[src/include/gpio_map.vh]
// Register indices, field positions and reset values of the GPIO block
`ifndef GPIO_MAP_VH
`define GPIO_MAP_VH

// ----------------------------------------------------------------
// Register indices (byte address is four times the index)
// ----------------------------------------------------------------
`define IDX_EDGE_SELECT 6'h0c
`define IDX_A_INPUT_EN 6'h0d
`define IDX_B_INPUT_EN 6'h0e
`define IDX_C_INPUT_EN 6'h0f
`define IDX_A_DATA 6'h10
`define IDX_A_DIR 6'h11
`define IDX_A_PULLUP 6'h12
`define IDX_B_DATA 6'h13
`define IDX_B_DIR 6'h14
`define IDX_B_PULLUP 6'h15
`define IDX_IRQ_STATUS 6'h30
`define IDX_IRQ_MASK 6'h31
`define IDX_GROUP_SELECT 6'h32

// ----------------------------------------------------------------
// Reset values
// ----------------------------------------------------------------
`define RST_PORT 8'h00
`define RST_INPUT_EN 8'hff
`define RST_EDGE 5'h00
`define RST_IRQ 3'h0
`define RST_GROUP 4'h0

// ----------------------------------------------------------------
// Fields
// ----------------------------------------------------------------
`define EDGE_TIMER_BIT 4
`define EDGE_G1_HI 3
`define EDGE_G1_LO 2
`define EDGE_G0_HI 1
`define EDGE_G0_LO 0
`define EDGE_BOTH 2'h0
`define EDGE_RISE 2'h1
`define EDGE_FALL 2'h2
`define IRQ_G0 0
`define IRQ_G1 1
`define IRQ_TIMER 2
`define OPEN_DRAIN_BIT 5

// ----------------------------------------------------------------
// Bus answers
// ----------------------------------------------------------------
`define RESP_OKAY 2'h0
`define RESP_SLVERR 2'h2

`endif

[src/hdl/pin_sync.v]
// Three-stage pin synchroniser with agreement filter
`timescale 1ns/1ps
module pin_sync #(
  parameter WIDTH = 8
) (
  input wire ref_clk,
  input wire rst_b,
  input wire [WIDTH-1:0] pin_in,
  output reg [WIDTH-1:0] level
);
  reg [WIDTH-1:0] stage1;
  reg [WIDTH-1:0] stage2;
  reg [WIDTH-1:0] stage3;
  genvar i;

  // ----------------------------------------------------------------
  // Sync chain
  // ----------------------------------------------------------------
  always @(posedge ref_clk or negedge rst_b) begin
    if (!rst_b) begin
      stage1 <= {WIDTH{1'b0}};
      stage2 <= {WIDTH{1'b0}};
      stage3 <= {WIDTH{1'b0}};
    end else begin
      stage1 <= pin_in;
      stage2 <= stage1;
      stage3 <= stage2;
    end
  end

  // ----------------------------------------------------------------
  // Level follows once stages two and three agree
  // ----------------------------------------------------------------
  generate
    for (i = 0; i < WIDTH; i = i + 1) begin : g_bit
      always @(posedge ref_clk or negedge rst_b) begin
        if (!rst_b)
          level[i] <= 1'b0;
        else if (stage2[i] == stage3[i])
          level[i] <= stage3[i];
      end
    end
  endgenerate
endmodule

[src/hdl/gpio_ports.v]
// GPIO ports A and B with edge-select interrupts and AXI4-Lite registers
`timescale 1ns/1ps
`include "gpio_map.vh"
module gpio_ports (
  input wire ref_clk,
  input wire rst_b,
  input wire [7:0] s_axi_awaddr,
  input wire s_axi_awvalid,
  output wire s_axi_awready,
  input wire [31:0] s_axi_wdata,
  input wire [3:0] s_axi_wstrb,
  input wire s_axi_wvalid,
  output wire s_axi_wready,
  output reg [1:0] s_axi_bresp,
  output reg s_axi_bvalid,
  input wire s_axi_bready,
  input wire [7:0] s_axi_araddr,
  input wire s_axi_arvalid,
  output wire s_axi_arready,
  output reg [31:0] s_axi_rdata,
  output reg [1:0] s_axi_rresp,
  output reg s_axi_rvalid,
  input wire s_axi_rready,
  input wire [7:0] port_a_in,
  output wire [7:0] port_a_out,
  output wire [7:0] port_a_oe,
  output wire [7:0] port_a_pullup_en,
  input wire [7:0] port_b_in,
  output wire [7:0] port_b_out,
  output wire [7:0] port_b_oe,
  output wire [7:0] port_b_pullup_en,
  input wire [7:0] port_c_in,
  input wire timer_bit,
  output reg wake_event,
  output wire irq
);
  // ----------------------------------------------------------------
  // Registers
  // ----------------------------------------------------------------
  reg [7:0] port_a_data;
  reg [7:0] port_a_direction;
  reg [7:0] port_a_pullup;
  reg [7:0] port_b_data;
  reg [7:0] port_b_direction;
  reg [7:0] port_b_pullup;
  reg [7:0] port_a_input_enable;
  reg [7:0] port_b_input_enable;
  reg [7:0] port_c_input_enable;
  reg [4:0] interrupt_edge_select;
  reg [2:0] irq_status;
  reg [2:0] irq_mask;
  reg [3:0] group_select;

  reg [7:0] aw_addr;
  reg aw_held;
  reg [31:0] w_data;
  reg [3:0] w_strb;
  reg w_held;

  wire [7:0] a_level;
  wire [7:0] b_level;
  wire [7:0] c_level;
  wire [7:0] a_gated;
  wire [7:0] b_gated;
  wire [7:0] c_gated;
  reg [7:0] a_prev;
  reg [7:0] b_prev;
  reg [7:0] c_prev;
  reg g0_prev;
  reg g1_prev;
  reg timer_prev;
  reg [2:0] irq_event;
  reg g0_pin;
  reg g1_pin;

  wire do_write;
  wire [5:0] wr_idx;
  wire [5:0] rd_idx;
  wire [7:0] wbyte;
  wire wr_hit;
  reg [7:0] next_rdata;
  reg next_rvalid_err;

  // ----------------------------------------------------------------
  // Address decode
  // ----------------------------------------------------------------
  function is_mapped;
    input [7:0] addr;
    reg [5:0] idx;
    begin
      idx = addr[7:2];
      case (idx)
        `IDX_EDGE_SELECT, `IDX_A_INPUT_EN, `IDX_B_INPUT_EN,
        `IDX_C_INPUT_EN, `IDX_A_DATA, `IDX_A_DIR, `IDX_A_PULLUP,
        `IDX_B_DATA, `IDX_B_DIR, `IDX_B_PULLUP, `IDX_IRQ_STATUS,
        `IDX_IRQ_MASK, `IDX_GROUP_SELECT:
          is_mapped = (addr[1:0] == 2'h0);
        default:
          is_mapped = 1'b0;
      endcase
    end
  endfunction

  // Edge match for a two-bit edge-select field
  function edge_hit;
    input [1:0] mode;
    input prev;
    input now;
    begin
      case (mode)
        `EDGE_BOTH: edge_hit = prev ^ now;
        `EDGE_RISE: edge_hit = ~prev & now;
        `EDGE_FALL: edge_hit = prev & ~now;
        default: edge_hit = 1'b0;
      endcase
    end
  endfunction

  // ----------------------------------------------------------------
  // Write channels
  // ----------------------------------------------------------------
  assign s_axi_awready = ~aw_held & ~s_axi_bvalid;
  assign s_axi_wready = ~w_held & ~s_axi_bvalid;
  assign do_write = aw_held & w_held & ~s_axi_bvalid;
  assign wr_idx = aw_addr[7:2];
  assign wbyte = w_data[7:0];
  assign wr_hit = do_write & w_strb[0] & is_mapped(aw_addr);

  always @(posedge ref_clk or negedge rst_b) begin
    if (!rst_b) begin
      aw_held <= 1'b0;
      aw_addr <= 8'h00;
      w_held <= 1'b0;
      w_data <= 32'h00000000;
      w_strb <= 4'h0;
      s_axi_bvalid <= 1'b0;
      s_axi_bresp <= `RESP_OKAY;
    end else begin
      if (s_axi_awvalid && s_axi_awready) begin
        aw_held <= 1'b1;
        aw_addr <= s_axi_awaddr;
      end
      if (s_axi_wvalid && s_axi_wready) begin
        w_held <= 1'b1;
        w_data <= s_axi_wdata;
        w_strb <= s_axi_wstrb;
      end
      if (do_write) begin
        aw_held <= 1'b0;
        w_held <= 1'b0;
        s_axi_bvalid <= 1'b1;
        s_axi_bresp <= is_mapped(aw_addr) ? `RESP_OKAY : `RESP_SLVERR;
      end else if (s_axi_bvalid && s_axi_bready) begin
        s_axi_bvalid <= 1'b0;
      end
    end
  end

  // ----------------------------------------------------------------
  // Register file
  // ----------------------------------------------------------------
  always @(posedge ref_clk or negedge rst_b) begin
    if (!rst_b) begin
      port_a_data <= `RST_PORT;
      port_a_direction <= `RST_PORT;
      port_a_pullup <= `RST_PORT;
      port_b_data <= `RST_PORT;
      port_b_direction <= `RST_PORT;
      port_b_pullup <= `RST_PORT;
      port_a_input_enable <= `RST_INPUT_EN;
      port_b_input_enable <= `RST_INPUT_EN;
      port_c_input_enable <= `RST_INPUT_EN;
      interrupt_edge_select <= `RST_EDGE;
      irq_mask <= `RST_IRQ;
      group_select <= `RST_GROUP;
    end else if (wr_hit) begin
      case (wr_idx)
        `IDX_A_DATA: port_a_data <= wbyte;
        `IDX_A_DIR: port_a_direction <= wbyte;
        `IDX_A_PULLUP: port_a_pullup <= wbyte;
        `IDX_B_DATA: port_b_data <= wbyte;
        `IDX_B_DIR: port_b_direction <= wbyte;
        `IDX_B_PULLUP: port_b_pullup <= wbyte;
        `IDX_A_INPUT_EN: port_a_input_enable <= wbyte;
        `IDX_B_INPUT_EN: port_b_input_enable <= wbyte;
        `IDX_C_INPUT_EN: port_c_input_enable <= wbyte;
        `IDX_EDGE_SELECT: interrupt_edge_select <= wbyte[4:0];
        `IDX_IRQ_MASK: irq_mask <= wbyte[2:0];
        `IDX_GROUP_SELECT: group_select <= wbyte[3:0];
        default: port_a_data <= port_a_data;
      endcase
    end
  end

  // ----------------------------------------------------------------
  // Read channel
  // ----------------------------------------------------------------
  assign s_axi_arready = ~s_axi_rvalid;
  assign rd_idx = s_axi_araddr[7:2];

  always @* begin
    next_rvalid_err = ~is_mapped(s_axi_araddr);
    case (rd_idx)
      `IDX_A_DATA:
        next_rdata = (port_a_direction & port_a_data) |
                     (~port_a_direction & a_gated);
      `IDX_B_DATA:
        next_rdata = (port_b_direction & port_b_data) |
                     (~port_b_direction & b_gated);
      `IDX_A_DIR: next_rdata = port_a_direction;
      `IDX_A_PULLUP: next_rdata = port_a_pullup;
      `IDX_B_DIR: next_rdata = port_b_direction;
      `IDX_B_PULLUP: next_rdata = port_b_pullup;
      `IDX_IRQ_STATUS: next_rdata = {5'h00, irq_status};
      `IDX_IRQ_MASK: next_rdata = {5'h00, irq_mask};
      `IDX_GROUP_SELECT: next_rdata = {4'h0, group_select};
      default: next_rdata = 8'h00;
    endcase
    if (next_rvalid_err)
      next_rdata = 8'h00;
  end

  always @(posedge ref_clk or negedge rst_b) begin
    if (!rst_b) begin
      s_axi_rvalid <= 1'b0;
      s_axi_rdata <= 32'h00000000;
      s_axi_rresp <= `RESP_OKAY;
    end else if (s_axi_arvalid && s_axi_arready) begin
      s_axi_rvalid <= 1'b1;
      s_axi_rdata <= {24'h000000, next_rdata};
      s_axi_rresp <= next_rvalid_err ? `RESP_SLVERR : `RESP_OKAY;
    end else if (s_axi_rvalid && s_axi_rready) begin
      s_axi_rvalid <= 1'b0;
    end
  end

  // ----------------------------------------------------------------
  // Pin drivers
  // ----------------------------------------------------------------
  genvar i;
  generate
    for (i = 0; i < 8; i = i + 1) begin : g_drv
      if (i == `OPEN_DRAIN_BIT) begin : g_od
        assign port_a_out[i] = 1'b0;
        assign port_a_oe[i] = port_a_direction[i] &
                              ~port_a_data[i];
      end else begin : g_pp
        assign port_a_out[i] = port_a_data[i];
        assign port_a_oe[i] = port_a_direction[i];
      end
    end
  endgenerate

  assign port_b_out = port_b_data;
  assign port_b_oe = port_b_direction;
  assign port_a_pullup_en = port_a_pullup & ~port_a_direction;
  assign port_b_pullup_en = port_b_pullup & ~port_b_direction;

  // ----------------------------------------------------------------
  // Input path
  // ----------------------------------------------------------------
  pin_sync #(.WIDTH(8)) u_sync_a (
    .ref_clk(ref_clk),
    .rst_b(rst_b),
    .pin_in(port_a_in),
    .level(a_level)
  );

  pin_sync #(.WIDTH(8)) u_sync_b (
    .ref_clk(ref_clk),
    .rst_b(rst_b),
    .pin_in(port_b_in),
    .level(b_level)
  );

  pin_sync #(.WIDTH(8)) u_sync_c (
    .ref_clk(ref_clk),
    .rst_b(rst_b),
    .pin_in(port_c_in),
    .level(c_level)
  );

  assign a_gated = a_level & port_a_input_enable;
  assign b_gated = b_level & port_b_input_enable;
  assign c_gated = c_level & port_c_input_enable;

  // ----------------------------------------------------------------
  // Group pin selection and edge events
  // ----------------------------------------------------------------
  always @* begin
    case (group_select[1:0])
      2'h0: g0_pin = a_gated[0];
      2'h1: g0_pin = b_gated[5];
      2'h2: g0_pin = a_gated[2];
      default: g0_pin = a_gated[7];
    endcase
    case (group_select[3:2])
      2'h0: g1_pin = b_gated[0];
      2'h1: g1_pin = a_gated[4];
      2'h2: g1_pin = a_gated[3];
      default: g1_pin = b_gated[6];
    endcase
    irq_event[`IRQ_G0] = edge_hit(
      interrupt_edge_select[`EDGE_G0_HI:`EDGE_G0_LO],
      g0_prev, g0_pin);
    irq_event[`IRQ_G1] = edge_hit(
      interrupt_edge_select[`EDGE_G1_HI:`EDGE_G1_LO],
      g1_prev, g1_pin);
    irq_event[`IRQ_TIMER] = interrupt_edge_select[`EDGE_TIMER_BIT] ?
      (timer_prev & ~timer_bit) : (~timer_prev & timer_bit);
  end

  // ----------------------------------------------------------------
  // Sticky status, wakeup
  // ----------------------------------------------------------------
  always @(posedge ref_clk or negedge rst_b) begin
    if (!rst_b) begin
      g0_prev <= 1'b0;
      g1_prev <= 1'b0;
      timer_prev <= 1'b0;
      a_prev <= 8'h00;
      b_prev <= 8'h00;
      c_prev <= 8'h00;
      irq_status <= `RST_IRQ;
      wake_event <= 1'b0;
    end else begin
      g0_prev <= g0_pin;
      g1_prev <= g1_pin;
      timer_prev <= timer_bit;
      a_prev <= a_level;
      b_prev <= b_level;
      c_prev <= c_level;
      if (wr_hit && wr_idx == `IDX_IRQ_STATUS)
        irq_status <= (irq_status & ~wbyte[2:0]) | irq_event;
      else
        irq_status <= irq_status | irq_event;
      wake_event <= |(((a_prev ^ a_level) & port_a_input_enable) |
                      ((b_prev ^ b_level) & port_b_input_enable) |
                      ((c_prev ^ c_level) & port_c_input_enable));
    end
  end

  assign irq = |(irq_status & irq_mask);
endmodule

[config.mk]
export PLATFORM = sky130hd
export DESIGN_NAME = gpio_ports
export DESIGN_NICKNAME = d
export VERILOG_FILES = /design/src/hdl/pin_sync.v /design/src/hdl/gpio_ports.v
export VERILOG_INCLUDE_DIRS = /design/src /design/src/include
export SDC_FILE = /design/constraint.sdc
export NUM_CORES = 1
export LEC_CHECK = 0
export BUFFER_PORTS_ARGS = -buffer_cell sky130_fd_sc_hd__clkbuf_2
export CAP_MARGIN = 30
export CORE_ASPECT_RATIO = 1.1
export CORE_MARGIN = 10
export CORE_UTILIZATION = 30
export CTS_BUF_LIST = sky130_fd_sc_hd__clkbuf_2 sky130_fd_sc_hd__clkbuf_4 sky130_fd_sc_hd__clkbuf_8
export DETAILED_ROUTE_END_ITERATION = 10
export SLEW_MARGIN = 5
export SYNTH_ARGS = -nofsm -noshare
export SYNTH_HDL_FRONTEND = slang
export SYNTH_HIERARCHICAL = 1
export SYNTH_SLANG_ARGS = --single-unit
[constraint.sdc]
create_clock -name ref_clk -period 2.2 [get_ports ref_clk]
set_input_delay 0.11 -clock ref_clk [delete_from_list [all_inputs] [get_ports ref_clk]]
set_output_delay 0.11 -clock ref_clk [all_outputs]
set_load 0.1 [all_outputs]
======== After elaboration in Yosys (flattened, before gate mapping) ========
Index checks and enable logic that the tools add are counted.
word-level totals
  flip-flop bits (word level) ............. 244
  bits of input ports ..................... 84
cells by class
  equal/unequal tests ..................... 58
  reduce and logical (&&, ||, !) cells .... 32
  bitwise operators ....................... 51
  mux-type cells .......................... 21
operators by type and width
  kind                                           number
  bitwise AND 8 bit                              11
  == test 6 x 5 -> 1 bit, second input constant  12
  case mux 8 bit (9 select lines)                1
  == test 6 x 4 -> 1 bit, second input constant  8
  == test 6 bit, second input constant           6
  bitwise OR 8 bit                               4
  OR reduction 13 bit                            2
  == test 1 bit                                  24
  AND reduction 2 bit                            12
  XOR 8 bit                                      3
  NOT 8 bit                                      2
  bitwise AND 1 bit                              13
  zero test 2 bit                                6
  2-to-1 mux 1 bit                               12
  case mux 1 bit (3 select lines)                4
  NOT 1 bit                                      11
  == test 2 x 1 -> 1 bit, second input constant  4
  == test 2 bit, second input constant           4
  2-to-1 mux 8 bit                               1
  nonzero test 2 bit                             4
  OR reduction 8 bit                             1
  bitwise AND 3 bit                              2
  logical AND 1 bit                              6
  bitwise OR 3 bit                               2
  5 further kinds                                7

======== Depth between registers and ports, before layout ========
  depth in word-level cells ............... 7
  gate-level depth with buffers ........... 10

======== Hierarchy ========
Netlist, hierarchy kept.
by module, submodules not included
  module      times used  cells each  area each (um^2)
  gpio_ports  1           588         7030.5
  pin_sync    3           40          890.9

======== Least setup slack after synthesis ========
OpenSTA, ideal clock, no wires.
  path kind ............................... register to register
  from .................................... register s_axi_bvalid
  to ...................................... register w_data[0]
  setup slack ............................. -1.066 ns
  cell stages (with the launch flop) ...... 5
  data arrival time ....................... 3.141 ns
  buffers on the path ..................... 1
  path through ............................ dfrtp_1 -> nor2_1 -> and2_1 -> clkbuf_1 -> mux2_2
between the ends
  word-level cells in the longest chain between the ends .. 3
RTL lines
  what                    line              RTL
  start, declared         gpio_ports.v:15   output reg s_axi_bvalid,
  start signal, assigned  gpio_ports.v:136  s_axi_bvalid <= 1'b0;
  start signal, assigned  gpio_ports.v:151  s_axi_bvalid <= 1'b1;
  start signal, assigned  gpio_ports.v:154  s_axi_bvalid <= 1'b0;
  NOT 1 bit               gpio_ports.v:123  assign s_axi_wready = ~w_held & ~s_axi_bvalid;
  bitwise AND 1 bit       gpio_ports.v:123
  net s_axi_wready        gpio_ports.v:13   output wire s_axi_wready,
  logical AND 1 bit       gpio_ports.v:143  if (s_axi_wvalid && s_axi_wready) begin
  end signal, assigned    gpio_ports.v:145  w_data <= s_axi_wdata;
  end, declared           gpio_ports.v:56   reg [31:0] w_data;
The timed path passes the listed nets, and every way through them passes these cells.
A chain may end at the register's enable or synchronous reset.

======== Final worst setup path ========
  from .................................... register s_axi_bvalid
  to ...................................... register irq_mask[1]
between the ends
  word-level cells in the longest chain between the ends .. 5
RTL lines
  what                            line              RTL
  NOT 1 bit                       gpio_ports.v:124  assign do_write = aw_held & w_held & ~s_axi_bvalid;
  bitwise AND 1 bit               gpio_ports.v:124
  bitwise AND 1 bit (2 in a row)  gpio_ports.v:127  assign wr_hit = do_write & w_strb[0] & is_mapped(aw_addr);
  AND reduction 2 bit (no line)   -
  end signal, assigned            gpio_ports.v:174  irq_mask <= `RST_IRQ;
  end signal, assigned            gpio_ports.v:188  `IDX_IRQ_MASK: irq_mask <= wbyte[2:0];
  end, declared                   gpio_ports.v:51   reg [2:0] irq_mask;
Every way passes these cells.

==> run metrics <==
GRT overflow 0; Synth Area in Adders 3.301%; CP endpoint kind flop; top-level port count around 180; first-pass GRT wire length 38.07 mm; Synth-to-Final Area Change 25.83%; Power Total ~13 mW; deepest clock path buffer count 3; xor and xnor area share after synthesis 2.166%; Mean Syn Cell Area between 10 and 15 µm²; H-tree levels 2; mapped cell area 9703 µm²; final hold violations 0; total CTS buffers between 40 and 50; post-synthesis simple-gate area fraction 8.433%; WHS between 0.04 and 0.05 ns; # setup viols final 0; Final HPWL DP approximately 17 mm; layout cells sized above 1 approximately two fifths; 1st-iter DRT viols around 450; die area between 30000 and 40000 µm²; Highest Clock Rate around 500 MHz; ys flop type dfrtp_1; commonest non-fill, non-tap cells in the layout dfrtp_1 (217), clkbuf_2 (119), mux2_2 (100); setup TNS 0 ns; Pins Over Slew Limit 0; CTS root buffer clkbuf_8; Hold WC Path Type in2reg; number of synthesized flops with an enable pin 0; Pwr per Cell Area 1054 nW/µm²; flops & latches, synth approximately 240; Crit Path Class reg2reg; commonest non-fill, non-tap cell in the layout dfrtp_1; initial cell density of the core 30.21%; VDD IR max around 0.36 mV; GP Congestion 0.8259; Critical Path RT around 2.6 ns; Die Y between 200 and 250 µm; crit path launch type flop; std cell rows 69; vias in the first global route 6588; nets about 1000; CTS resizes 0; clock skew approximately 0.014 ns; routed length per instance about 17 µm; post-synthesis mux area share between 10% and 20%; Critical Path Fanout Max 8; Relative slew margins 56.89%; Synth async-reset ratio 100.0%; initial antenna violation count 1; Slew @ Worst Pin around 0.65 ns; DR vias/cell between 4 and 5; static leakage 5.649 nW; CTS tree built; Warnings, synthesis 6; Cell variety after synth 60; RSZ-0062 raised after global routing false; core box area 32120 µm²; status finished, final reports clean; via count 6083; DR pass1 iterations 4; sequential area share after synthesis between 60% and 70%; number of antenna-violating nets in the routed design 0; sinks on the clock net ~240; Die X-Extent 191.5 µm; routed wire length 23.72 mm; Max-cap violations 0; latest clock arrival within the worst-skew pair around 0.53 ns; postcts setup bufs 0; largest family of logic cells by synthesized area multiplexers; Hold-fix buffers, CTS 52; largest net degree at the start of global routing just under 80; CTS clk-pin slew, worst paths 0.06 ns; compound-gate portion of the synthesized area approximately 5.7%; fin crit share around 90%; Total Routing Usage GR 12.08%; Worst Path Arrival 2.45 ns; PortBufs 120; number of remaining DRC errors 0; Period minus WS final between 2 and 2.5 ns; Mapped Cells 708
[logic make-up after synthesis]
| kind of cell | Yosys count |
|---|---|
| DFF | 242 |
| buffers and inverters | 75 |
| other | 1 |
| adders and majority gates | 28 |
| muxes | 113 |
| AOI/OAI and AO/OA | 85 |
| and+or+nand+nor | 140 |
| xor gates and xnor gates | 24 |
[critical path, stage by stage, from the launching register on]
cell and delay, ns:
dfrtp_4 0.46, and3b_1 0.33, nand4_4 0.24, nor3_1 0.24, and3_1 0.29, mux2_2 0.36
[cells in the mapped netlist (13+ instances only)]
| library cell | number | area [µm²] |
|---|---|---|
| dfrtp_1 | 218 | 5455 |
| mux2_2 | 100 | 1126 |
| buf_4 | 41 | 307.8 |
| nand2_1 | 41 | 153.9 |
| o21ai_0 | 31 | 155.2 |
| dfstp_2 | 24 | 630.6 |
| maj3_2 | 24 | 270.3 |
| nor2_1 | 24 | 90.09 |
| xor2_1 | 24 | 210.2 |
| nor2b_1 | 19 | 118.9 |
| clkbuf_1 | 13 | 48.80 |
| nor3_1 | 13 | 65.06 |
[per-layer routing]
layer | up-vias | GRT usage (%) | wire (µm)
met3 | 41 | 3.215 | 1437
li1 | 2852 | - | -
met4 | 0 | 4.017 | 587
met5 | - | 0 | 0
met2 | 172 | 19.08 | 11200
met1 | 3018 | 15.71 | 10500
[through the flow]
stage | area (µm²) | utilization (%) | setup WS [ns] | instances
floorplan | 9836 | - | 0.01401 | 734
global placement | 10830 | 33.71 | 0.2056 | 1241
detailed placement | 10830 | 33.71 | 0.1578 | 1241
CTS | 12210 | 38.01 | 0.1199 | 1369
global route | 12210 | 38.02 | 0.05785 | 1370
finish | 12210 | 38.02 | 0.1629 | 1370
[area by class of cell]
type                            instances  area [µm²]
Tap cell                              426       533.0
Inverter                               11       41.29
Sequential cell                       242        6090
Antenna cell                            1       2.502
Clock inverter                          7       41.29
Multi-Input combinational cell        417        3302
Timing Repair Buffer                  197        1381
Fill cell                            3152       19910
Clock buffer                           69       818.3
[power by group]
part | internal (mW) | total (mW) | switching, mW | leakage (nW)
registers | 5.05 | 5.84 | 0.796 | 2.95
logic | 0.868 | 2.96 | 2.09 | 2.23
clock network | 2.35 | 4.07 | 1.72 | 0.466
total | 8.26 | 12.9 | 4.61 | 5.65
[worst paths after layout]
check,endpoint,from,slack [ns],depth (start not counted)
setup / recovery,irq_mask[1],s_axi_bvalid,0.16,5
hold / removal,s_axi_rresp[1],s_axi_arvalid,0.05,4
setup reg to reg,irq_mask[1],s_axi_bvalid,0.16,5
hold reg to reg,u_sync_c/stage2[0],u_sync_c/stage1[0],0.34,0
max in group asynchronous,port_a_input_enable[5],rst_b,1.28,3
min in group asynchronous,u_sync_c/stage1[6],rst_b,0.17,2
Power figures use the tool's default switching activity.
